File: config.mk
export PLATFORM = sky130hd
export DESIGN_NAME = interrupt_and_trap_controller
export DESIGN_NICKNAME = d
export VERILOG_FILES = /design/src/hdl/itc_pkg.sv /design/src/hdl/edge_event.sv /design/src/hdl/interrupt_and_trap_controller.sv
export SDC_FILE = /design/constraint.sdc
export NUM_CORES = 2
export LEC_CHECK = 0
export ABC_AREA = 1
export BUFFER_PORTS_ARGS = -buffer_cell sky130_fd_sc_hd__buf_2
export CORE_ASPECT_RATIO = 2
export CORE_MARGIN = 2
export CORE_UTILIZATION = 30
export DETAILED_ROUTE_END_ITERATION = 10
export GPL_TIMING_DRIVEN = 0
export PLACE_DENSITY = 0.54
export SYNTH_ARGS = -nofsm -noshare
export SYNTH_HDL_FRONTEND = slang
export SYNTH_SLANG_ARGS = --single-unit
File: constraint.sdc
create_clock -name i_clk -period 26.1 [get_ports i_clk]
set_input_delay 2.61 -clock i_clk [delete_from_list [all_inputs] [get_ports i_clk]]
set_output_delay 2.61 -clock i_clk [all_outputs]
set_load 0.01 [all_outputs]
File: src/hdl/itc_pkg.sv
// Constants, field layouts and state codes of the interrupt and trap controller.
// Assumes one 100 MHz clock, an asynchronous active-high reset and a classic
// Wishbone master with 32-bit data.
// Behaviour
// - A request reaches the CPU vector port within about eight clocks.
// - Each node is set by software to vector or to a transfer channel.
// - A channel service steals one bus cycle, with no vector branch.
// - A service moves a byte or word, then steps source and/or destination.
// - Each channel counts services down, except in continuous mode.
// - At a zero count the node raises its own standard vector.
// - Eight independent transfer channels exist.
// - Each node has request, enable and a sixteen-level priority field.
// - An accepted service is pre-empted only by strictly higher priority.
// - Each node has its own vector location.
// - Fast external inputs detect rising, falling or both edges.
// - Trap numbers 00h-7Fh vector in steps of 4h shifted left by the spacing field, keeping CPU priority.
// - Software setting a request bit acts like a hardware request.
// - Vectors lie in the segment register, spaced by the spacing field.
// - Hardware traps branch at once, unmaskable, setting their flag.
// - Hardware traps pre-empt only lower trap classes; traps block normal services.
// - Hardware, software and watchdog reset vector to 0000h, trap 00h.
// - Class A traps: NMI 0008h, stack over, stack under, break 0020h.
// - Class B traps share 0028h with one flag per cause.
// - A falling edge on the NMI pin starts the NMI trap.
package itc_pkg;
	localparam int NODE_COUNT = 16;
	localparam int CHAN_COUNT = 8;
	localparam int EXT_COUNT = 8;
	localparam int TRAP_FLAG_COUNT = 8;
	localparam int CLOCK_MHZ = 100;
	localparam int RESPONSE_CYCLES = 8;

	localparam logic [7:0] TRAP_FLAG_OFS = 8'h40;
	localparam logic [7:0] VEC_SEG_OFS = 8'h44;
	localparam logic [7:0] CPU_CFG_OFS = 8'h48;
	localparam logic [7:0] EDGE_SEL_OFS = 8'h4C;
	localparam logic [7:0] CHAN_BASE = 8'h80;
	localparam logic [3:0] CH_SRC_OFS = 4'h0;
	localparam logic [3:0] CH_DST_OFS = 4'h4;
	localparam logic [3:0] CH_CTL_OFS = 4'h8;

	localparam int PRIO_LSB = 2;
	localparam int EN_BIT = 6;
	localparam int REQ_BIT = 7;
	localparam int USE_CH_BIT = 8;
	localparam int CH_LSB = 9;
	localparam int WORD_BIT = 8;
	localparam int INC_SRC_BIT = 9;
	localparam int INC_DST_BIT = 10;
	localparam int CONT_BIT = 11;

	localparam int FLAG_ILLOPND = 0;
	localparam int FLAG_PROT = 1;
	localparam int FLAG_PMERR = 2;
	localparam int FLAG_UNDEF = 3;
	localparam int FLAG_BRK = 4;
	localparam int FLAG_STACK_UNDERFLOW_FLAG = 5;
	localparam int FLAG_STACK_OVERFLOW_FLAG = 6;
	localparam int FLAG_NMI = 7;

	localparam logic [6:0] TRAPNUM_RESET = 7'h00;
	localparam logic [6:0] TRAPNUM_NMI = 7'h02;
	localparam logic [6:0] TRAPNUM_STACK_OVERFLOW_FLAG = 7'h04;
	localparam logic [6:0] TRAPNUM_STACK_UNDERFLOW_FLAG = 7'h06;
	localparam logic [6:0] TRAPNUM_BRK = 7'h08;
	localparam logic [6:0] TRAPNUM_CLASS_B = 7'h0A;
	localparam logic [6:0] NODE_TRAP_BASE = 7'h40;

	localparam logic [1:0] CLASS_NONE = 2'b00;
	localparam logic [1:0] CLASS_B = 2'b01;
	localparam logic [1:0] CLASS_A = 2'b10;
	localparam logic [1:0] CLASS_RESET = 2'b11;

	localparam logic [1:0] EDGE_OFF = 2'b00;
	localparam logic [1:0] EDGE_RISE = 2'b01;
	localparam logic [1:0] EDGE_FALL = 2'b10;
	localparam logic [1:0] EDGE_BOTH = 2'b11;

	localparam logic [7:0] VEC_SEG_RESET = 8'h00;
	localparam logic [1:0] SPACING_RESET = 2'b00;
	localparam logic [15:0] EDGE_SEL_RESET = 16'h0000;
	localparam logic [3:0] SEL_RESET = 4'h0;

	localparam logic [3:0] TSEL_RESET_EVT = 4'h8;
	localparam logic [3:0] TSEL_SOFT = 4'h9;

	typedef enum logic [1:0] {
		ST_IDLE = 2'b00,
		ST_VEC = 2'b01,
		ST_XFER = 2'b10
	} serve_state_t;
endpackage : itc_pkg

File: src/hdl/edge_event.sv
// Edge detector for one fast external interrupt input.
// Assumes the pin is already synchronous to i_clk.
`timescale 1ns/10ps
`default_nettype none
module edge_event
	import itc_pkg::*;
(
	input wire logic i_clk,
	input wire logic i_reset,
	input wire logic i_pin,
	input wire logic [1:0] i_mode,
	output logic o_event
);
	logic last_reg;
	wire rise = i_pin & ~last_reg;
	wire fall = ~i_pin & last_reg;
	wire hit = (i_mode[0] & rise) | (i_mode[1] & fall);

	// Idle level high so a pin pulled up at reset gives no false falling edge
	always_ff @(posedge i_clk or posedge i_reset)
	begin
		if (i_reset)
		begin
			last_reg <= 1'b1;
			o_event <= 1'b0;
		end
		else
		begin
			last_reg <= i_pin;
			o_event <= hit;
		end
	end
endmodule : edge_event
`default_nettype wire

File: src/hdl/interrupt_and_trap_controller.sv
// Prioritised interrupt, transfer channel and trap controller.
// Assumes a classic Wishbone master, CPU handshakes that hold each request
// until acknowledged, and event inputs synchronous to i_clk.
`timescale 1ns/10ps
`default_nettype none
module interrupt_and_trap_controller
	import itc_pkg::*;
(
	input wire logic i_clk,
	input wire logic i_reset,
	input wire logic i_wb_cyc,
	input wire logic i_wb_stb,
	input wire logic i_wb_we,
	input wire logic [7:0] i_wb_adr,
	input wire logic [3:0] i_wb_sel,
	input wire logic [31:0] i_wb_dat,
	output logic [31:0] o_wb_dat,
	output logic o_wb_ack,
	input wire logic [itc_pkg::EXT_COUNT-1:0] i_fast_ext_irq_input,
	input wire logic [itc_pkg::NODE_COUNT-itc_pkg::EXT_COUNT-1:0] i_periph_req,
	input wire logic i_nmi_pin,
	input wire logic i_stack_overflow,
	input wire logic i_stack_underflow,
	input wire logic i_soft_break,
	input wire logic i_undef_opcode,
	input wire logic i_pmem_access_error,
	input wire logic i_protected_fault,
	input wire logic i_illegal_operand,
	input wire logic i_reset_event,
	input wire logic i_trap_instr,
	input wire logic [6:0] i_trap_instr_num,
	input wire logic [3:0] i_cpu_level,
	input wire logic [1:0] i_cpu_trap_class,
	output logic o_vec_req,
	output logic [23:0] o_vec_addr,
	output logic [6:0] o_vec_trap_num,
	output logic [3:0] o_vec_level,
	output logic o_vec_is_trap,
	input wire logic i_vec_ack,
	output logic o_xfer_req,
	output logic [15:0] o_xfer_src,
	output logic [15:0] o_xfer_dst,
	output logic o_xfer_word,
	input wire logic i_xfer_ack,
	output logic [7:0] o_trap_flags
);
	function automatic logic [15:0] merge16(input logic [15:0] old, input logic [31:0] nw,
		input logic [3:0] sel);
		merge16 = {sel[1] ? nw[15:8] : old[15:8], sel[0] ? nw[7:0] : old[7:0]};
	endfunction : merge16

	// Spacing field scales the 4-byte base step by powers of two
	function automatic logic [15:0] vec_offset(input logic [6:0] num, input logic [1:0] sp);
		vec_offset = {7'h00, num, 2'b00} << sp;
	endfunction : vec_offset

	serve_state_t state_reg;
	logic [3:0] node_prio_reg [NODE_COUNT];
	logic [2:0] node_ch_reg [NODE_COUNT];
	logic [NODE_COUNT-1:0] node_en_reg, node_req_reg, node_usech_reg;
	logic [15:0] chan_src_reg [CHAN_COUNT];
	logic [15:0] chan_dst_reg [CHAN_COUNT];
	logic [7:0] chan_cnt_reg [CHAN_COUNT];
	logic [CHAN_COUNT-1:0] chan_word_reg, chan_incs_reg, chan_incd_reg, chan_cont_reg;
	logic [7:0] trap_flag_register, trap_pend_reg;
	logic reset_pend_reg, soft_pend_reg;
	logic [6:0] soft_num_reg;
	logic [7:0] vector_segment_reg;
	logic [1:0] vector_spacing_field;
	logic [15:0] edge_sel_reg;
	logic [3:0] cur_node_reg, cur_tsel_reg;
	logic [EXT_COUNT-1:0] ext_event;
	logic nmi_event;

	// Bus slave: ack one cycle after the strobe, one cycle long
	wire bus_req = i_wb_cyc & i_wb_stb;
	wire wr_fire = bus_req & i_wb_we & o_wb_ack;
	wire [7:0] adr = {i_wb_adr[7:2], 2'b00};
	wire node_hit = adr < TRAP_FLAG_OFS;
	wire [3:0] node_sel = adr[5:2];
	wire chan_hit = adr >= CHAN_BASE;
	wire [2:0] chan_sel = adr[6:4];
	wire [3:0] chan_fld = adr[3:0];
	wire [15:0] wr16 = i_wb_dat[15:0];

	genvar g;
	generate
		for (g = 0; g < EXT_COUNT; g++)
		begin : g_ext
			edge_event u_edge (
				.i_clk(i_clk),
				.i_reset(i_reset),
				.i_pin(i_fast_ext_irq_input[g]),
				.i_mode(edge_sel_reg[2*g+1:2*g]),
				.o_event(ext_event[g])
			);
		end
	endgenerate

	edge_event u_nmi_edge (
		.i_clk(i_clk),
		.i_reset(i_reset),
		.i_pin(i_nmi_pin),
		.i_mode(EDGE_FALL),
		.o_event(nmi_event)
	);

	// Arbitration over pending enabled nodes above the CPU level
	logic best_found;
	logic [3:0] best_idx;
	logic [3:0] best_prio;
	always_comb
	begin
		best_found = 1'b0;
		best_idx = 4'h0;
		best_prio = i_cpu_level;
		for (int i = 0; i < NODE_COUNT; i++)
		begin
			if (node_req_reg[i] && node_en_reg[i] && node_prio_reg[i] > best_prio)
			begin
				best_found = 1'b1;
				best_idx = 4'(i);
				best_prio = node_prio_reg[i];
			end
		end
	end

	wire std_ok = best_found && (i_cpu_trap_class == CLASS_NONE);
	wire [2:0] win_ch = node_ch_reg[best_idx];
	wire win_xfer = node_usech_reg[best_idx] &&
		(chan_cnt_reg[win_ch] != 8'h00 || chan_cont_reg[win_ch]);

	// Trap selection: reset, then class A in order, then class B, then software traps
	logic trap_go;
	logic [3:0] trap_sel;
	logic [6:0] trap_num;
	always_comb
	begin
		trap_go = 1'b1;
		trap_sel = TSEL_RESET_EVT;
		trap_num = TRAPNUM_RESET;
		if (reset_pend_reg && i_cpu_trap_class != CLASS_RESET)
		begin
			trap_sel = TSEL_RESET_EVT;
		end
		else if (trap_pend_reg[FLAG_NMI] && i_cpu_trap_class < CLASS_A)
		begin
			trap_sel = 4'(FLAG_NMI);
			trap_num = TRAPNUM_NMI;
		end
		else if (trap_pend_reg[FLAG_STACK_OVERFLOW_FLAG] && i_cpu_trap_class < CLASS_A)
		begin
			trap_sel = 4'(FLAG_STACK_OVERFLOW_FLAG);
			trap_num = TRAPNUM_STACK_OVERFLOW_FLAG;
		end
		else if (trap_pend_reg[FLAG_STACK_UNDERFLOW_FLAG] && i_cpu_trap_class < CLASS_A)
		begin
			trap_sel = 4'(FLAG_STACK_UNDERFLOW_FLAG);
			trap_num = TRAPNUM_STACK_UNDERFLOW_FLAG;
		end
		else if (trap_pend_reg[FLAG_BRK] && i_cpu_trap_class < CLASS_A)
		begin
			trap_sel = 4'(FLAG_BRK);
			trap_num = TRAPNUM_BRK;
		end
		else if (trap_pend_reg[FLAG_UNDEF:FLAG_ILLOPND] != 4'h0 && i_cpu_trap_class < CLASS_B)
		begin
			trap_sel = trap_pend_reg[FLAG_UNDEF] ? 4'(FLAG_UNDEF) :
				trap_pend_reg[FLAG_PMERR] ? 4'(FLAG_PMERR) :
				trap_pend_reg[FLAG_PROT] ? 4'(FLAG_PROT) : 4'(FLAG_ILLOPND);
			trap_num = TRAPNUM_CLASS_B;
		end
		else if (soft_pend_reg)
		begin
			trap_sel = TSEL_SOFT;
			trap_num = soft_num_reg;
		end
		else
		begin
			trap_go = 1'b0;
		end
	end

	wire vec_done = (state_reg == ST_VEC) && i_vec_ack;
	wire xfer_done = (state_reg == ST_XFER) && i_xfer_ack;
	wire [2:0] cur_ch = node_ch_reg[cur_node_reg];
	wire cnt_to_zero = ~chan_cont_reg[cur_ch] && chan_cnt_reg[cur_ch] == 8'h01;
	wire trap_load = trap_go && ((state_reg == ST_IDLE) || (state_reg == ST_VEC && !o_vec_is_trap &&
		!i_vec_ack));
	wire [15:0] step = chan_word_reg[cur_ch] ? 16'h0002 : 16'h0001;

	// Service sequencer and CPU-facing outputs
	always_ff @(posedge i_clk or posedge i_reset)
	begin
		if (i_reset)
		begin
			state_reg <= ST_IDLE;
			cur_node_reg <= SEL_RESET;
			cur_tsel_reg <= SEL_RESET;
			o_vec_req <= 1'b0;
			o_vec_addr <= 24'h000000;
			o_vec_trap_num <= 7'h00;
			o_vec_level <= 4'h0;
			o_vec_is_trap <= 1'b0;
			o_xfer_req <= 1'b0;
			o_xfer_src <= 16'h0000;
			o_xfer_dst <= 16'h0000;
			o_xfer_word <= 1'b0;
		end
		else if (trap_load)
		begin
			state_reg <= ST_VEC;
			cur_tsel_reg <= trap_sel;
			o_vec_req <= 1'b1;
			o_vec_is_trap <= 1'b1;
			o_vec_trap_num <= trap_num;
			o_vec_addr <= {vector_segment_reg, vec_offset(trap_num, vector_spacing_field)};
			o_vec_level <= i_cpu_level;
		end
		else if (state_reg == ST_IDLE && std_ok && win_xfer)
		begin
			state_reg <= ST_XFER;
			cur_node_reg <= best_idx;
			o_xfer_req <= 1'b1;
			o_xfer_src <= chan_src_reg[win_ch];
			o_xfer_dst <= chan_dst_reg[win_ch];
			o_xfer_word <= chan_word_reg[win_ch];
		end
		else if (state_reg == ST_IDLE && std_ok)
		begin
			state_reg <= ST_VEC;
			cur_node_reg <= best_idx;
			o_vec_req <= 1'b1;
			o_vec_is_trap <= 1'b0;
			o_vec_trap_num <= NODE_TRAP_BASE + 7'(best_idx);
			o_vec_addr <= {vector_segment_reg,
				vec_offset(NODE_TRAP_BASE + 7'(best_idx), vector_spacing_field)};
			o_vec_level <= best_prio;
		end
		else if (vec_done || xfer_done)
		begin
			state_reg <= ST_IDLE;
			o_vec_req <= 1'b0;
			o_xfer_req <= 1'b0;
		end
	end

	// Node requests: hardware set wins over any clear in the same cycle
	generate
		for (g = 0; g < NODE_COUNT; g++)
		begin : g_node
			wire hw_set = (g < EXT_COUNT) ? ext_event[g % EXT_COUNT] :
				i_periph_req[(g + EXT_COUNT) % NODE_COUNT % (NODE_COUNT - EXT_COUNT)];
			wire wr_this = wr_fire && node_hit && node_sel == 4'(g);
			wire served = ((vec_done && !o_vec_is_trap) || (xfer_done && !cnt_to_zero)) &&
				cur_node_reg == 4'(g);
			logic req_next;
			always_comb
			begin
				req_next = node_req_reg[g];
				if (wr_this && i_wb_sel[0])
					req_next = wr16[REQ_BIT];
				else if (served)
					req_next = 1'b0;
				if (hw_set)
					req_next = 1'b1;
			end
			always_ff @(posedge i_clk or posedge i_reset)
			begin
				if (i_reset)
				begin
					node_req_reg[g] <= 1'b0;
					node_en_reg[g] <= 1'b0;
					node_prio_reg[g] <= 4'h0;
					node_usech_reg[g] <= 1'b0;
					node_ch_reg[g] <= 3'h0;
				end
				else
				begin
					node_req_reg[g] <= req_next;
					if (wr_this && i_wb_sel[0])
					begin
						node_en_reg[g] <= wr16[EN_BIT];
						node_prio_reg[g] <= wr16[PRIO_LSB+3:PRIO_LSB];
					end
					if (wr_this && i_wb_sel[1])
					begin
						node_usech_reg[g] <= wr16[USE_CH_BIT];
						node_ch_reg[g] <= wr16[CH_LSB+2:CH_LSB];
					end
				end
			end
		end
	endgenerate

	// Transfer channels: enabled pointers step, and the counter unless continuous, after each stolen cycle
	generate
		for (g = 0; g < CHAN_COUNT; g++)
		begin : g_chan
			wire wr_ch = wr_fire && chan_hit && chan_sel == 3'(g);
			wire done_here = xfer_done && cur_ch == 3'(g);
			always_ff @(posedge i_clk or posedge i_reset)
			begin
				if (i_reset)
				begin
					chan_src_reg[g] <= 16'h0000;
					chan_dst_reg[g] <= 16'h0000;
					chan_cnt_reg[g] <= 8'h00;
					chan_word_reg[g] <= 1'b0;
					chan_incs_reg[g] <= 1'b0;
					chan_incd_reg[g] <= 1'b0;
					chan_cont_reg[g] <= 1'b0;
				end
				else if (done_here)
				begin
					if (chan_incs_reg[g])
						chan_src_reg[g] <= chan_src_reg[g] + step;
					if (chan_incd_reg[g])
						chan_dst_reg[g] <= chan_dst_reg[g] + step;
					if (!chan_cont_reg[g])
						chan_cnt_reg[g] <= chan_cnt_reg[g] - 8'h01;
				end
				else if (wr_ch && chan_fld == CH_SRC_OFS)
					chan_src_reg[g] <= merge16(chan_src_reg[g], i_wb_dat, i_wb_sel);
				else if (wr_ch && chan_fld == CH_DST_OFS)
					chan_dst_reg[g] <= merge16(chan_dst_reg[g], i_wb_dat, i_wb_sel);
				else if (wr_ch && chan_fld == CH_CTL_OFS)
				begin
					if (i_wb_sel[0])
						chan_cnt_reg[g] <= wr16[7:0];
					if (i_wb_sel[1])
					begin
						chan_word_reg[g] <= wr16[WORD_BIT];
						chan_incs_reg[g] <= wr16[INC_SRC_BIT];
						chan_incd_reg[g] <= wr16[INC_DST_BIT];
						chan_cont_reg[g] <= wr16[CONT_BIT];
					end
				end
			end
		end
	endgenerate

	// Trap flags: sticky until written with one; a new event wins over the clear
	wire [7:0] trap_in = {nmi_event, i_stack_overflow, i_stack_underflow, i_soft_break,
		i_undef_opcode, i_pmem_access_error, i_protected_fault, i_illegal_operand};
	wire flag_wr = wr_fire && adr == TRAP_FLAG_OFS && i_wb_sel[0];
	wire [7:0] flag_clr = flag_wr ? wr16[7:0] : 8'h00;
	wire trap_served = vec_done && o_vec_is_trap;
	wire [7:0] pend_clr = (trap_served && cur_tsel_reg < 4'(TRAP_FLAG_COUNT)) ?
		8'h01 << cur_tsel_reg[2:0] : 8'h00;

	always_ff @(posedge i_clk or posedge i_reset)
	begin
		if (i_reset)
		begin
			trap_flag_register <= 8'h00;
			trap_pend_reg <= 8'h00;
			reset_pend_reg <= 1'b1;
			soft_pend_reg <= 1'b0;
			soft_num_reg <= 7'h00;
			o_trap_flags <= 8'h00;
		end
		else
		begin
			trap_flag_register <= (trap_flag_register & ~flag_clr) | trap_in;
			o_trap_flags <= (trap_flag_register & ~flag_clr) | trap_in;
			trap_pend_reg <= (trap_pend_reg & ~pend_clr) | trap_in;
			reset_pend_reg <= i_reset_event |
				(reset_pend_reg & ~(trap_served && cur_tsel_reg == TSEL_RESET_EVT));
			if (i_trap_instr && !soft_pend_reg)
			begin
				soft_pend_reg <= 1'b1;
				soft_num_reg <= i_trap_instr_num;
			end
			else if (trap_served && cur_tsel_reg == TSEL_SOFT)
				soft_pend_reg <= 1'b0;
		end
	end

	// Configuration registers
	always_ff @(posedge i_clk or posedge i_reset)
	begin
		if (i_reset)
		begin
			vector_segment_reg <= VEC_SEG_RESET;
			vector_spacing_field <= SPACING_RESET;
			edge_sel_reg <= EDGE_SEL_RESET;
		end
		else if (wr_fire && adr == VEC_SEG_OFS && i_wb_sel[0])
			vector_segment_reg <= wr16[7:0];
		else if (wr_fire && adr == CPU_CFG_OFS && i_wb_sel[0])
			vector_spacing_field <= wr16[1:0];
		else if (wr_fire && adr == EDGE_SEL_OFS)
			edge_sel_reg <= merge16(edge_sel_reg, i_wb_dat, i_wb_sel);
	end

	// Read mux; unmapped addresses read as zero
	logic [15:0] rd_data;
	always_comb
	begin
		rd_data = 16'h0000;
		if (node_hit)
		begin
			rd_data[PRIO_LSB+3:PRIO_LSB] = node_prio_reg[node_sel];
			rd_data[EN_BIT] = node_en_reg[node_sel];
			rd_data[REQ_BIT] = node_req_reg[node_sel];
			rd_data[USE_CH_BIT] = node_usech_reg[node_sel];
			rd_data[CH_LSB+2:CH_LSB] = node_ch_reg[node_sel];
		end
		else if (chan_hit && chan_fld == CH_SRC_OFS)
			rd_data = chan_src_reg[chan_sel];
		else if (chan_hit && chan_fld == CH_DST_OFS)
			rd_data = chan_dst_reg[chan_sel];
		else if (chan_hit && chan_fld == CH_CTL_OFS)
			rd_data = {4'h0, chan_cont_reg[chan_sel], chan_incd_reg[chan_sel],
				chan_incs_reg[chan_sel], chan_word_reg[chan_sel], chan_cnt_reg[chan_sel]};
		else if (adr == TRAP_FLAG_OFS)
			rd_data = {8'h00, trap_flag_register};
		else if (adr == VEC_SEG_OFS)
			rd_data = {8'h00, vector_segment_reg};
		else if (adr == CPU_CFG_OFS)
			rd_data = {14'h0000, vector_spacing_field};
		else if (adr == EDGE_SEL_OFS)
			rd_data = edge_sel_reg;
	end

	always_ff @(posedge i_clk or posedge i_reset)
	begin
		if (i_reset)
		begin
			o_wb_ack <= 1'b0;
			o_wb_dat <= 32'h00000000;
		end
		else
		begin
			o_wb_ack <= bus_req & ~o_wb_ack;
			if (bus_req && !o_wb_ack)
				o_wb_dat <= {16'h0000, rd_data};
		end
	end
endmodule : interrupt_and_trap_controller
`default_nettype wire

==> summary.md <==
| Metric | Value |
|---|---|
| Via density | `between 5 and 6` |
| Largest net degree at the start of global routing | `roughly 120` |
| CTS H-Tree Depth | `3` |
| Syn Area/Cell | `7.27 µm²` |
| MaxCap Viol Count | `10` |
| CTS buffer count | `72` |
| CORE AREA | `147000 µm²` |
| Die X | `276 µm` |
| DRC | `0` |
| Final GP Congestion | `1.12` |
| Number of flops mapped to enable cells by yosys | `0` |
| Reg-to-Reg Start | `node_prio_reg[60]` |
| Final min period | `24.96 ns` |
| Post-detail-place hpwl | `roughly 250 mm` |
| Initial core utilization | `between 30% and 40%` |
| Register bit total from synthesis | `673` |
| Final Hold Fails | `0` |
| Fmax | `40.1 MHz` |
| Num ports | `202` |
| Met1 Use GR | `37.1%` |
| 1st-iter DRT viols | `5273` |
| Root Buffer | `clkbuf_16` |
| Die ar. | `152000 µm²` |
| Synth Cell Area | `about 44000 µm²` |
| GRT met3 Usage | `9.60%` |
| Clock latency on the worst-skew pair | `approximately 0.74 ns` |
| Mean routed wirelength per cell | `37.7 µm` |
| Slew Viols, Final | `81` |
| Top FF cell, synth | `dfrtp_1` |
| Hold path start | `g_ext[6].u_edge.o_event` |
| Status | `finished with violations` |
| Worst vdd ir | `0.0000556 V` |
| Remaining Overflow, GRT | `0` |
| Post-route cell area | `50800 µm²` |
| Critical path launch point type | `input port` |
| Crit Reg-Reg Endpoint | `o_xfer_src[2]` |
| Syn Inst Count | `6117` |
| Detailed Route WL | `316 mm` |
| Detail Route Antenna Nets | `0` |
| Nature of the critical path endpoint | `flop` |
| Reg-to-reg slack, setup | `2.66 ns` |
| Die height | `549 µm` |
| Worst slew pin tran | `between 1.5 and 2 ns` |
| Crit path DAT | `25.57 ns` |
| Most used cell, CP | `nand2_2` |
| Post-route setup TNS | `0 ns` |
| First-pass GRT wire length | `~420 mm` |
| Slowest-stage cell, CP | `o211ai_1` |
| WHS Path Cells | `2` |
| Failing checks | `capacitance limit, slew limit` |
| Clock-pin slew on the worst setup and hold paths | `0.07 ns` |
| Post-synth ARST share | `100%` |
| Cell Rows | `199` |
| Setup Fix Bufs, Post-CTS | `0` |
| YS warnings | `0` |
| Static leakage | `approximately 22 nW` |
| Tcrit/Tclk final | `between 90% and 100%` |
| Met2 usage | `67.6%` |
| Layout cells sized above 1 | `between 8 and 9%` |
| CP max stage delay | `1.19 ns` |
| Nets | `6573` |
| Final setup skew | `0.0455 ns` |
| RSZ-0062 raised after global routing | `no` |
| Max_slew headroom | `-8.25%` |
| HP Class | `reg2reg` |
| P&R area growth vs syn | `14.2%` |
| Placed Area | `48200 µm²` |
| Synth cell types | `70` |
| Worst Path Required | `~27 ns` |
| Fin util | `34.5%` |
| Setup CP Type | `in2reg` |
| Layer with the highest usage | `met2` |
| Hold-critical path endpoint | `node_req_reg[6]` |
| Sequential share of the synthesized area | `37.9%` |
| Initial antenna violation count | `38` |
| Tot Pwr | `3.44 mW` |
| Port Buffer Count | `143` |
| CTS max path bufs | `3` |
| Via count of the first global-routing pass | `48600` |
| CTS sink cnt | `673` |
| CTS tree | `done` |
| Cell area power density | `~68 nW/µm²` |
| R2r worst-path depth | `about 140` |
| Final-report setup violation count | `0` |
| GR Util All Layers | `41.1%` |
| Max FO, Critical Path | `10` |
| TritonRoute pass-1 iters | `6` |
| Vias | `50000` |
-- worst max-delay path by stage --
stage,startpoint,endpoint,slack (ns)
5_1_grt,i_cpu_level[3],o_xfer_src[2],0.08
6_report,i_cpu_level[3],o_xfer_src[2],1.14
4_1_cts,i_cpu_level[3],o_xfer_dst[3],1.07
2_1_floorplan,i_reset,chan_cnt_reg[0],4.64
3_3_place_gp,i_reset,o_xfer_src[14],-5.12
3_5_place_dp,i_cpu_level[3],o_xfer_dst[3],0.43
-- Yosys cell counts, types with 90 or more instances --
library cell | instances | area (µm²)
inv_1 | 613 | 2300
a31oi_1 | 160 | 1000
o211ai_1 | 131 | 983
nor2_1 | 414 | 1550
o21ai_0 | 687 | 3440
o22ai_1 | 134 | 838
nor3_1 | 98 | 490
nand3_1 | 379 | 1900
xor2_1 | 130 | 1140
dfrtp_1 | 663 | 16600
clkbuf_1 | 214 | 803
a21oi_1 | 193 | 966
ha_1 | 90 | 1130
nand2_1 | 1460 | 5480
-- what timing repair did --
action                     in CTS  in global routing
setup endpoints to repair       0                 56
gates resized for setup         0                  8
hold buffers                    0                  0
-- worst max-delay path, delay by kind of cell --
| kind | cells | cell delay [ns] |
|---|---|---|
| and+or+nand+nor | 69 | 8.91 |
| AOI/OAI and AO/OA | 29 | 6.68 |
| buffers and inverters | 25 | 2.36 |
| adders and majority gates | 16 | 4.93 |
-- area by class of cell --
type	instances	area [µm²]
Clock buffer	92	1990
Sequential cell	673	16900
Timing Repair Buffer	165	1160
Inverter	635	2400
Antenna cell	23	57.6
Clock inverter	37	531
Multi-Input combinational cell	4500	23900
Fill cell	15900	96400
Buffer	330	1560
Tap cell	1909	2390
-- cells in the final DEF, fill, tap and decap left out, types with 26 or more instances in the layout --
| cell | count |
|---|---|
| nand2_1 | 1459 |
| o21ai_0 | 679 |
| dfrtp_1 | 663 |
| inv_1 | 611 |
| nor2_1 | 412 |
| nand3_1 | 379 |
| clkbuf_1 | 209 |
| a21oi_1 | 190 |
| buf_2 | 179 |
| a31oi_1 | 160 |
| o22ai_1 | 133 |
| o211ai_1 | 131 |
| xor2_1 | 130 |
| nor3_1 | 97 |
| ha_1 | 90 |
| o21ai_1 | 74 |
| clkbuf_16 | 72 |
| a22oi_1 | 59 |
| nand4_1 | 51 |
| o31ai_1 | 48 |
| nand2_2 | 46 |
| buf_4 | 38 |
| a221oi_1 | 33 |
| buf_1 | 28 |
| nor4_1 | 28 |
| o21bai_1 | 26 |
-- metal layers --
metal	wire length (µm)	part of all wire, %
met4	52100	17
met5	149	0.047
met1	95200	30
met2	147000	47
met3	21100	6.7
-- per-stage QoR --
| stage | setup WS [ns] | hold slack [ns] | std cells |
|---|---|---|---|
| 6_report | 1.14 | 0.455 | 8364 |
| 5_1_grt | 0.0811 | 0.456 | 8345 |
| 4_1_cts | 1.07 | 0.442 | 8338 |
| 3_5_place_dp | 0.428 | 0.439 | 8209 |
| 3_3_place_gp | -5.12 | 0.432 | 8190 |
| 2_1_floorplan | 4.64 | 0.420 | 6138 |
-- power breakdown --
group	switching, mW	leakage (nW)	internal, mW
clock	0.521	1.24	0.637
sequential	0.123	8.42	1.14
combinational	0.776	12.8	0.246
-- cells by family after synthesis --
group                    synth area share, %
XOR/XNOR                                2.81
adder cells (fa/ha/maj)                 3.25
buffers and inverters                   8.83
AND/OR/NAND/NOR                         24.7
flip-flops                              37.9
AO/OA/AOI/OAI                           21.9
multiplexers                           0.624
other                                0.00843
No activity file was read; power rests on OpenSTA's default activity.
